File: src/common/pdm_pkg.sv
// Package with the register map, reset values and widths of the port drive and match block
package pdm_pkg;
  localparam int unsigned PDM_PORT_W = 8;
  localparam int unsigned PDM_ADDR_W = 8;
  localparam int unsigned PDM_PAGE_W = 4;
  // Special-function page holding all three registers
  localparam logic [3:0] PDM_CFG_PAGE = 4'hF;
  // Register addresses
  localparam logic [7:0] PDM_ADDR_CMP_EN    = 8'h8C;
  localparam logic [7:0] PDM_ADDR_DRIVE_SEL = 8'h99;
  localparam logic [7:0] PDM_ADDR_EXP_LVL   = 8'hF5;
  // Reset values
  localparam logic [7:0] PDM_RST_CMP_EN    = 8'h00;
  localparam logic [7:0] PDM_RST_DRIVE_SEL = 8'h00;
  localparam logic [7:0] PDM_RST_EXP_LVL   = 8'hFF;
  localparam logic [7:0] PDM_RD_IDLE       = 8'h00;
  // Pin synchroniser constants
  localparam logic [2:0] PDM_SYNC_RST = 3'h0;
endpackage

File: src/common/pdm_sfr_if.sv
// Interface carrying the decoded register write strobes and data to the register file
`timescale 1ns/1ps
interface pdm_sfr_if;
  import pdm_pkg::*;
  logic                  wr_drive_sel;
  logic                  wr_cmp_en;
  logic                  wr_exp_lvl;
  logic [PDM_PORT_W-1:0] wdata;
  logic [PDM_PORT_W-1:0] drive_sel;
  logic [PDM_PORT_W-1:0] cmp_en;
  logic [PDM_PORT_W-1:0] exp_lvl;
  modport dec (output wr_drive_sel, output wr_cmp_en, output wr_exp_lvl, output wdata,
               input drive_sel, input cmp_en, input exp_lvl);
  modport regs (input wr_drive_sel, input wr_cmp_en, input wr_exp_lvl, input wdata,
                output drive_sel, output cmp_en, output exp_lvl);
endinterface

File: src/rtl/pdm_regs.sv
// Register file holding the three configuration registers
`timescale 1ns/1ps
module pdm_regs
  import pdm_pkg::*;
(
  input  wire logic core_clk_in,
  input  wire logic nrst_in,
  pdm_sfr_if.regs   sfr
);
  logic [PDM_PORT_W-1:0] drive_sel_reg;
  logic [PDM_PORT_W-1:0] cmp_en_reg;
  logic [PDM_PORT_W-1:0] exp_lvl_reg;

  // Drive strength select, cleared at reset
  always_ff @(posedge core_clk_in or negedge nrst_in) begin
    if (!nrst_in) begin
      drive_sel_reg <= PDM_RST_DRIVE_SEL;
    end else if (sfr.wr_drive_sel) begin
      drive_sel_reg <= sfr.wdata;
    end
  end

  // Compare enables, cleared so no pin is compared after reset
  always_ff @(posedge core_clk_in or negedge nrst_in) begin
    if (!nrst_in) begin
      cmp_en_reg <= PDM_RST_CMP_EN;
    end else if (sfr.wr_cmp_en) begin
      cmp_en_reg <= sfr.wdata;
    end
  end

  // Expected levels, all high after reset
  always_ff @(posedge core_clk_in or negedge nrst_in) begin
    if (!nrst_in) begin
      exp_lvl_reg <= PDM_RST_EXP_LVL;
    end else if (sfr.wr_exp_lvl) begin
      exp_lvl_reg <= sfr.wdata;
    end
  end

  assign sfr.drive_sel = drive_sel_reg;
  assign sfr.cmp_en    = cmp_en_reg;
  assign sfr.exp_lvl   = exp_lvl_reg;
endmodule

File: src/rtl/pdm_port_drive_match.sv
// Top of the port drive strength and port mismatch block
// Operation
// - Port 0 pin drive is low strength for bit 0, high for bit 1.
// - Drive select register at page 0xF address 0x99, read-write, resets to zero.
// - Compare-enable bit 0 means that pin never causes a mismatch.
// - Compare-enable bit 1 compares the pin with its expected level bit.
// - Expected level bit 0 expects low, bit 1 expects high.
// - Compare-enable register at page 0xF address 0x8C, resets to zero.
// - Expected level register at page 0xF address 0xF5, resets to all ones.
`timescale 1ns/1ps
module pdm_port_drive_match
  import pdm_pkg::*;
(
  input  wire logic                  core_clk_in,
  input  wire logic                  nrst_in,
  input  wire logic [PDM_PAGE_W-1:0] sfr_page_in,
  input  wire logic [PDM_ADDR_W-1:0] sfr_addr_in,
  input  wire logic                  sfr_wr_in,
  input  wire logic                  sfr_rd_in,
  input  wire logic [PDM_PORT_W-1:0] sfr_wdata_in,
  input  wire logic [PDM_PORT_W-1:0] port1_pin_in,
  output logic      [PDM_PORT_W-1:0] sfr_rdata_out,
  output logic                       sfr_hit_out,
  output logic      [PDM_PORT_W-1:0] port0_high_drive_out,
  output logic                       port1_mismatch_out
);
  pdm_sfr_if sfr ();

  // Data path in brief. Register writes are decoded here and land in the
  // register file at the edge that carries the strobe; the drive select is
  // copied to the pads one edge later. Port 1 pins pass a three-stage
  // synchroniser and an agree filter, are compared pin by pin with the
  // expected levels under the compare enables, and the OR of the per-pin
  // terms is registered as the mismatch event. Reads are registered as well,
  // so the answer stands in the cycle after the read strobe.
  // Limitation: the event is a plain level and nothing here latches it; a
  // pin pulse of a single cycle never gets through the filter at all.

  // Address decode shared by the write and read paths. The page has to match
  // too: other blocks reuse these addresses on their own pages, and a bare
  // address compare would let their writes land here.
  // Kept as a function so all three uses decode in exactly the same way.
  function automatic logic sel(input logic [PDM_PAGE_W-1:0] pg,
                               input logic [PDM_ADDR_W-1:0] ad,
                               input logic [PDM_ADDR_W-1:0] target);
    sel = (pg == PDM_CFG_PAGE) && (ad == target);
  endfunction

  // Per-pin compare term: a pin counts only when enabled and off its level
  function automatic logic pin_off(input logic en,
                                   input logic lvl,
                                   input logic exp);
    pin_off = en && (lvl != exp);
  endfunction

  // Bus timing: an access is taken at the rising edge where its strobe is
  // high. Writes land at that edge; reads answer after it. Back-to-back
  // accesses need no gap, and a read in the cycle of a write to the same
  // register returns the old value because the register updates at the edge.
  // Decoded register selects, shared by the write strobes and the read mux
  logic hit_drive_sel;
  logic hit_cmp_en;
  logic hit_exp_lvl;

  assign hit_drive_sel = sel(sfr_page_in, sfr_addr_in, PDM_ADDR_DRIVE_SEL);
  assign hit_cmp_en    = sel(sfr_page_in, sfr_addr_in, PDM_ADDR_CMP_EN);
  assign hit_exp_lvl   = sel(sfr_page_in, sfr_addr_in, PDM_ADDR_EXP_LVL);

  // Write strobes; a strobe held high just rewrites the same value
  assign sfr.wr_drive_sel = sfr_wr_in && hit_drive_sel;
  assign sfr.wr_cmp_en    = sfr_wr_in && hit_cmp_en;
  assign sfr.wr_exp_lvl   = sfr_wr_in && hit_exp_lvl;
  assign sfr.wdata        = sfr_wdata_in;

  // The register file sees decoded strobes only, never the raw bus
  pdm_regs u_regs (
    .core_clk_in (core_clk_in),
    .nrst_in     (nrst_in),
    .sfr         (sfr.regs)
  );

  // Pins are asynchronous: three stages, a change counts once stages two
  // and three agree. Every stage starts at the all-high level that the
  // filtered level starts at, so the filter sees no false step after reset.
  logic [PDM_PORT_W-1:0] p1_s1_reg;
  logic [PDM_PORT_W-1:0] p1_s2_reg;
  logic [PDM_PORT_W-1:0] p1_s3_reg;
  logic [PDM_PORT_W-1:0] p1_lvl_reg;
  logic [PDM_PORT_W-1:0] p1_settled;

  // First stage may go metastable; only stage two reads it
  always_ff @(posedge core_clk_in or negedge nrst_in) begin
    if (!nrst_in) begin
      p1_s1_reg <= PDM_RST_EXP_LVL;
    end else begin
      p1_s1_reg <= port1_pin_in;
    end
  end

  // Second stage, the first one that the rest of the logic may look at;
  // it feeds both the third stage and the agree test
  always_ff @(posedge core_clk_in or negedge nrst_in) begin
    if (!nrst_in) begin
      p1_s2_reg <= PDM_RST_EXP_LVL;
    end else begin
      p1_s2_reg <= p1_s1_reg;
    end
  end

  // Third stage, compared with the second and loaded into the filtered level
  always_ff @(posedge core_clk_in or negedge nrst_in) begin
    if (!nrst_in) begin
      p1_s3_reg <= PDM_RST_EXP_LVL;
    end else begin
      p1_s3_reg <= p1_s2_reg;
    end
  end

  // A bit is settled once stages two and three hold the same level
  assign p1_settled = ~(p1_s2_reg ^ p1_s3_reg);

  // Per-bit filter: a level still moving through stage two is held back,
  // which costs a cycle on each edge but keeps a pin that sits near its
  // threshold from toggling the event every cycle.
  genvar gi;
  generate
    for (gi = 0; gi < PDM_PORT_W; gi++) begin : g_filt
      always_ff @(posedge core_clk_in or negedge nrst_in) begin
        if (!nrst_in) begin
          p1_lvl_reg[gi] <= PDM_RST_EXP_LVL[gi];
        end else if (p1_settled[gi]) begin
          p1_lvl_reg[gi] <= p1_s3_reg[gi];
        end
      end
    end
  endgenerate

  // Per-pin compare: masked-out pins drop out, enabled pins compare with
  // their expected level. Compare enables reset to zero, so straight after
  // reset no pin can raise the event whatever the board drives, and the
  // expected levels default high.
  logic [PDM_PORT_W-1:0] diff;
  genvar gj;
  generate
    for (gj = 0; gj < PDM_PORT_W; gj++) begin : g_cmp
      assign diff[gj] = pin_off(sfr.cmp_en[gj],
                                p1_lvl_reg[gj],
                                sfr.exp_lvl[gj]);
    end
  endgenerate

  // Event: high while any enabled pin is off its expected level. It is
  // registered so the wake-up logic outside never sees the glitches of the
  // wide OR when several registers or pins change in one cycle.
  always_ff @(posedge core_clk_in or negedge nrst_in) begin
    if (!nrst_in) begin
      port1_mismatch_out <= 1'b0;
    end else begin
      port1_mismatch_out <= |diff;
    end
  end

  // Drive strength goes to the pads from a flop, one cycle after the
  // register; the pads see a clean level with no decode glitches on it
  genvar gk;
  generate
    for (gk = 0; gk < PDM_PORT_W; gk++) begin : g_drv
      always_ff @(posedge core_clk_in or negedge nrst_in) begin
        if (!nrst_in) begin
          port0_high_drive_out[gk] <= PDM_RST_DRIVE_SEL[gk];
        end else begin
          port0_high_drive_out[gk] <= sfr.drive_sel[gk];
        end
      end
    end
  endgenerate

  // Read mux: at most one source, since the three selects are exclusive;
  // unmapped addresses and idle cycles read zero
  logic [PDM_PORT_W-1:0] rdata_next;
  logic                  hit_next;

  always_comb begin
    rdata_next = PDM_RD_IDLE;
    hit_next   = 1'b0;
    if (sfr_rd_in && hit_drive_sel) begin
      rdata_next = sfr.drive_sel;
      hit_next   = 1'b1;
    end else if (sfr_rd_in && hit_cmp_en) begin
      rdata_next = sfr.cmp_en;
      hit_next   = 1'b1;
    end else if (sfr_rd_in && hit_exp_lvl) begin
      rdata_next = sfr.exp_lvl;
      hit_next   = 1'b1;
    end
  end

  // Registered read data; stands for one cycle per read strobe cycle and
  // drops back to zero when the strobe goes away
  always_ff @(posedge core_clk_in or negedge nrst_in) begin
    if (!nrst_in) begin
      sfr_rdata_out <= PDM_RD_IDLE;
    end else begin
      sfr_rdata_out <= rdata_next;
    end
  end

  // Hit flag, so software can tell an unmapped read from a register at zero
  always_ff @(posedge core_clk_in or negedge nrst_in) begin
    if (!nrst_in) begin
      sfr_hit_out <= 1'b0;
    end else begin
      sfr_hit_out <= hit_next;
    end
  end

  // For integration: the pads read port0_high_drive_out directly, and the
  // wake-up and interrupt logic that consumes the event sits outside this
  // block. Both see flop outputs only, so neither can catch a decode
  // glitch, at the price of one cycle of latency on each path.
endmodule

File: config.mk
export PLATFORM = sky130hd
export DESIGN_NAME = pdm_port_drive_match
export DESIGN_NICKNAME = d
export VERILOG_FILES = /design/src/common/pdm_pkg.sv /design/src/common/pdm_sfr_if.sv /design/src/rtl/pdm_regs.sv /design/src/rtl/pdm_port_drive_match.sv
export SDC_FILE = /design/constraint.sdc
export NUM_CORES = 1
export LEC_CHECK = 0
export ABC_AREA = 1
export BUFFER_PORTS_ARGS = -buffer_cell sky130_fd_sc_hd__buf_4
export CAP_MARGIN = 0
export CORE_ASPECT_RATIO = 0.75
export CORE_UTILIZATION = 30
export DETAILED_ROUTE_END_ITERATION = 16
export SYNTH_ARGS = -nofsm -noshare
export SYNTH_HDL_FRONTEND = slang
export SYNTH_HIERARCHICAL = 1
export SYNTH_SLANG_ARGS = --single-unit
File: constraint.sdc
create_clock -name core_clk_in -period 2.2 [get_ports core_clk_in]
set_input_delay 0.44 -clock core_clk_in [delete_from_list [all_inputs] [get_ports core_clk_in]]
set_output_delay 0.44 -clock core_clk_in [all_outputs]
set_load 0.02 [all_outputs]
; ---- Word-level counts from Yosys, hierarchy flattened
; Index checks and enable logic that the tools add are counted.
[word_totals]
register_bits = 74
inputBits = 32
out_inout_bits = 18
wordCells = 63
[op_classes]
eq_ne = 12
mux = 6
n_bitwise = 2
n_reduce_logical = 18
[op_table]
columns = op, count
row1 = $eq 8x8->1 const B, 3
row2 = $mux 8, 3
row3 = $logic_and 1x1->1, 17
row4 = $ne 1x1->1, 8
row5 = $not 8->8, 1
row6 = $reduce_or 8->1, 1
row7 = $xor 8x8->8, 1
row8 = $eq 4x4->1 const B, 1
row9 = $mux 1, 3

; ---- Depth between registers and ports, before layout
[depth]
depth_word = 6
mapped_depth = 11
mapped_depth_nobuf = 9

; ---- Cells and area by module
; The synthesis kept the hierarchy.
[by_module_without_submodules]
columns = mod, instances, cells_each, area_per_inst_um2, seq_area_each_um2
row1 = pdm_port_drive_match, 1, 179, 1951.9, 1291.2
row2 = pdm_regs, 1, 102, 925.9, 610.6

; ---- Least setup slack after synthesis
; OpenSTA, ideal clock, no wires.
[synth_timing]
kind = input -> register
start = input sfr_addr_in[4]
end = register u_regs.cmp_en_reg[1] (netlist: u_regs/sfr.cmp_en[1])
setup_ns = 0.116
t_arrival_ns = 1.374
required_time_ns = 2.084
slack_ns = 0.709
path_stages = 9
path_buffers = 1
cell_sequence = inv_1 > nand2_1 > nor2_1 > nand2_1 > nor2_1 > buf_6 > inv_2 > nand2_1 > nand2_1
[synth_between]
elab_chain_cells = 3
[synth_rtl]
columns = element, line_no
row1 = from (decl), pdm_port_drive_match.sv:17  ; input wire logic [PDM_ADDR_W-1:0] sfr_addr_in,
row2 = $eq 8x8->1, pdm_port_drive_match.sv:46  ; sel = (pg == PDM_CFG_PAGE) && (ad == target);
row3 = $logic_and 1x1->1, pdm_port_drive_match.sv:46
row4 = $logic_and 1x1->1, pdm_port_drive_match.sv:71  ; assign sfr.wr_cmp_en = sfr_wr_in && hit_cmp_en;
row5 = net sfr.wr_cmp_en, pdm_sfr_if.sv:6  ; logic wr_cmp_en;
row6 = to (signal assigned), pdm_regs.sv:28  ; cmp_en_reg <= sfr.wdata;
row7 = to (decl), pdm_regs.sv:11  ; logic [PDM_PORT_W-1:0] cmp_en_reg;
; The timed path passes the listed nets, and every way through them passes these cells.
; A chain may end at the register's enable or synchronous reset.

; ---- Final worst setup path
[layout_timing]
start = input sfr_addr_in[5]
end = register sfr_rdata_out[3]
[layout_between]
elab_chain_cells = 6
word_cells_on_any_way = 12
cone_classes = eq/ne (3) / mux (3) / reduce/logical (6)
[layout_rtl]
columns = element, line_no
row1 = $eq 8x8->1, pdm_port_drive_match.sv:46
row2 = $logic_and 1x1->1, pdm_port_drive_match.sv:46
row3 = $logic_and 1x1->1, pdm_port_drive_match.sv:192  ; end else if (sfr_rd_in && hit_exp_lvl) begin
row4 = $mux 8, pdm_port_drive_match.sv:192
row5 = $mux 8, pdm_port_drive_match.sv:189  ; end else if (sfr_rd_in && hit_cmp_en) begin
row6 = $mux 8 *, pdm_port_drive_match.sv:186  ; if (sfr_rd_in && hit_drive_sel) begin
row7 = net rdata_next[3], pdm_port_drive_match.sv:180  ; logic [PDM_PORT_W-1:0] rdata_next;
row8 = to (signal assigned), pdm_port_drive_match.sv:204  ; sfr_rdata_out <= rdata_next;
row9 = to (decl), pdm_port_drive_match.sv:22  ; output logic [PDM_PORT_W-1:0] sfr_rdata_out,
; The timed path passes the listed nets; every way through them passes the cells marked *.

==> flow_summary_export.csv <==
group,metric,value,unit
status,status,"finished, final reports clean",
clock_network,postCtsHoldBufs,0,
power_and_ir_drop,internal-power,2.603,mW
synth,ys_types,21,
power_and_ir_drop,swShare,18.65,%
critical_path,worstSetupStartpoint,"sfr_addr_in[5]",
critical_path,critPathMaxFanout,16,
power_and_ir_drop,pwr-share-clk,50.5,%
synth,synthArstFlopShare,100.0,%
cells_and_area,fin_nets,372,
synth,yosys_warnings,6,
synth,synth.most_common_cell,"nand2_1",
floorplanning,die_w,115.1,um
cells_and_area,diodes,0,
clock_network,clk_path_buf_depth,2,
sta,drv_slew,0,
critical_path,cp-end-kind,"flop",
placement,dpl.hpwl,3.759,mm
sta,fin_worst_skew,6.503,ps
clock_network,post-cts-setup-buffers,0,
cells_and_area,area_growth,30.00,%
detailed_routing,drt_wl_total,5.126,mm
floorplanning,core_area,9196,um2
detailed_routing,viasPerCell,4.078,
floorplanning,die_area,9993,um2
min_path,min_path_type,"input port to asynchronous set/reset pin",
synth,syn_avg_cell_area,10.24,um2
critical_path,path_buf_inv,2,
critical_path,arrival,1580,ps
sta,fin_hold_ws,107.2,ps
run,maxCapViolCount,0,
synth,synth_edf_count,0,
clock_network,clkLatencyLatePin,320,ps
sta,fin_setup_tns,0,ps
detailed_routing,drt-pass1-iter-count,4,
clock_network,h-tree-depth,3,
cells_and_area,fill_cells,887,
clock_network,clock_sink_count,74,
global_routing,grt_max_degree,75,
placement,place_congestion,0.7682,
sta,setup_viol,0,
power_and_ir_drop,peakVddDrop,0.0004837,V
synth,syn_area,2878,um2
sta,post-route-period-util,61.83,%
clock_network,cts_tree,"built",
sta,period_needed,1360,ps
synth,synth_cells,281,
clock_network,numCtsBuffers,9,
global_routing,gr-total-overflow,0,
placement,io_buffer_count,49,
synth,yosysSeqAreaShare,66.09,%
synth,synth_area_leader_cell,"dfstp_2",
clock_network,clk_pin_slew,60,ps
synth,ys_seq_elements,74,
floorplanning,io_pins,50,
synth,synth_area_leaders,"dfstp_2, dfrtp_1, nand2_1",
power_and_ir_drop,power_density,855.2,nW/um2
detailed_routing,antenna_left,0,
global_routing,first_global_vias,1812,
critical_path,cpMostUsedCell,"nand2_1",
sta,worstMarginPinSlew,375.2,ps
sta,relSlewSlack,74.99,%
sta,max_clock_freq,735.1,MHz
critical_path,crit_family,"simple AND/OR/NAND/NOR gates",
detailed_routing,drc_errors,0,
sta,hold_viol_final,0,
power_and_ir_drop,p_seq_share,45.4,%
critical_path,critPathSlowestCell,"or2_2",
synth,synth_commonest_cells,"nand2_1, dfstp_2, dfrtp_1, inv_1, nand4_1",
synth,synthFlopType,"dfstp_2",
power_and_ir_drop,p_comb_share,4.0,%
placement,place_area,3405,um2
power_and_ir_drop,net-switching-power,0.5967,mW
critical_path,r2r_start,"u_regs/sfr.exp_lvl[2]",
floorplanning,core.rowCount,30,
power_and_ir_drop,p_leak,1.875,nW
sta,rsz0062_at_grt,"no",
critical_path,required,2420,ps
cells_and_area,drive_gt1_share,36.52,%
clock_network,clock_tree.root_cell,"clkbuf_16",
critical_path,crit_chain,"buf_4 > nor2_1 > nand2_1 > nor2_2 > nand3_2 > or2_2 > nand2_1 > inv_1",
global_routing,grt_pass1_wl,8.645,mm
detailed_routing,num_vias,1929,
critical_path,path_class,"input port to flop",
cells_and_area,stdcell_area,3741,um2
synth,netlist.area_leader.share,36.52,%
critical_path,startpoint_type,"input port",
global_routing,antenna_found_initial,0,
critical_path,cpPeakStageDelay,350,ps
floorplanning,start_util,31.29,%
detailed_routing,drt_iter0_drc,75,
detailed_routing,wl_per_cell,10.84,um
global_routing,grtUsageTotal,11.64,%
clock_network,cts_resized,0,
floorplanning,fp.dieH,86.82,um
synth,syn_nets,313,
[worst register-to-register path, cell delays in order, from the launching register on]
cell,delay (ps)
dfstp_2,390
or2_2,290
nand3_1,60
o21ai_0,80
nor2_1,110
nand4_1,130
[per-stage QoR]
step	worst slack (ps)	util (%)	std cells	power, mW
2_1_floorplan	709.3	-	281	1.513
3_3_place_gp	513.6	37.02	457	1.603
3_5_place_dp	488.8	37.02	457	1.609
4_1_cts	835.4	40.68	473	3.254
5_1_grt	654.1	40.68	473	3.327
6_report	839.7	40.68	473	3.200
[power by group through the flow]
stage / sequential (mW) / combinational (mW) / clock, mW
floorplan: 1.47 / 0.0422 / 0
detailed placement: 1.48 / 0.132 / 0
global route: 1.46 / 0.146 / 1.72
global placement: 1.47 / 0.129 / 0
finish: 1.45 / 0.129 / 1.62
CTS: 1.45 / 0.132 / 1.67
[routing by layer]
layer,up-vias,GRT usage [%],part of all wire [%]
met4,0,5.549,2.0
met5,-,0,0
li1,1003,-,-
met3,12,4.056,5.0
met2,49,17.14,42
met1,865,15.34,51
[logic make-up (layout without fill, tap and decap cells)]
logic type / after synthesis / count (layout) / synth area share [%]
adders and majority gates: 8 / 8 / 2.783
DFF: 74 / 74 / 66.09
AOI/OAI and AO/OA: 4 / 4 / 0.7391
and+or+nand+nor: 162 / 162 / 24.78
buffers and inverters: 32 / 96 / 5.304
xor gates and xnor gates: 1 / 1 / 0.3044
[placed cells by master, fill, tap and decap left out]
cell type	netlist	final
a31oi_1	1	1
buf_12	0	1
buf_4	0	54
bufinv_16	0	3
clkbuf_1	1	2
clkbuf_16	0	9
clkinv_1	1	1
clkinv_2	0	1
clkinv_4	0	1
dfrtp_1	34	34
dfstp_2	40	40
inv_1	21	21
inv_2	3	3
maj3_1	8	8
nand2_1	105	105
nand3_1	12	12
nand3_2	1	1
nand4_1	17	17
nor2_1	12	12
nor2_2	2	2
nor3_2	1	1
o21ai_0	3	3
or2_0	2	2
or2_2	10	10
xor2_1	1	1
[final timing paths]
path | to | slack, ps | cells past startpoint
min reg2reg | p1_s2_reg[6] | 350 | 0
min in group core_clk_in | p1_s1_reg[6] | 220 | 1
max reg2reg | port1_mismatch_out | 1000 | 5
max | sfr_rdata_out[3] | 840 | 8
max in group asynchronous | u_regs/sfr.exp_lvl[0] | 1740 | 2
min | port1_mismatch_out | 110 | 2
[layout make-up]
class                   count  area, um2  share of cell area [%]
clock inverters             5      103.9                   2.776
repair buffers             55      425.4                   11.37
flip-flops and latches     74       1902                   50.84
well taps                 128      160.2                   4.281
inverters                  25      93.84                   2.508
clock buffers              11      232.7                   6.221
multi-input cells         175      823.3                   22.01
(Power assumes the default switching activity.)
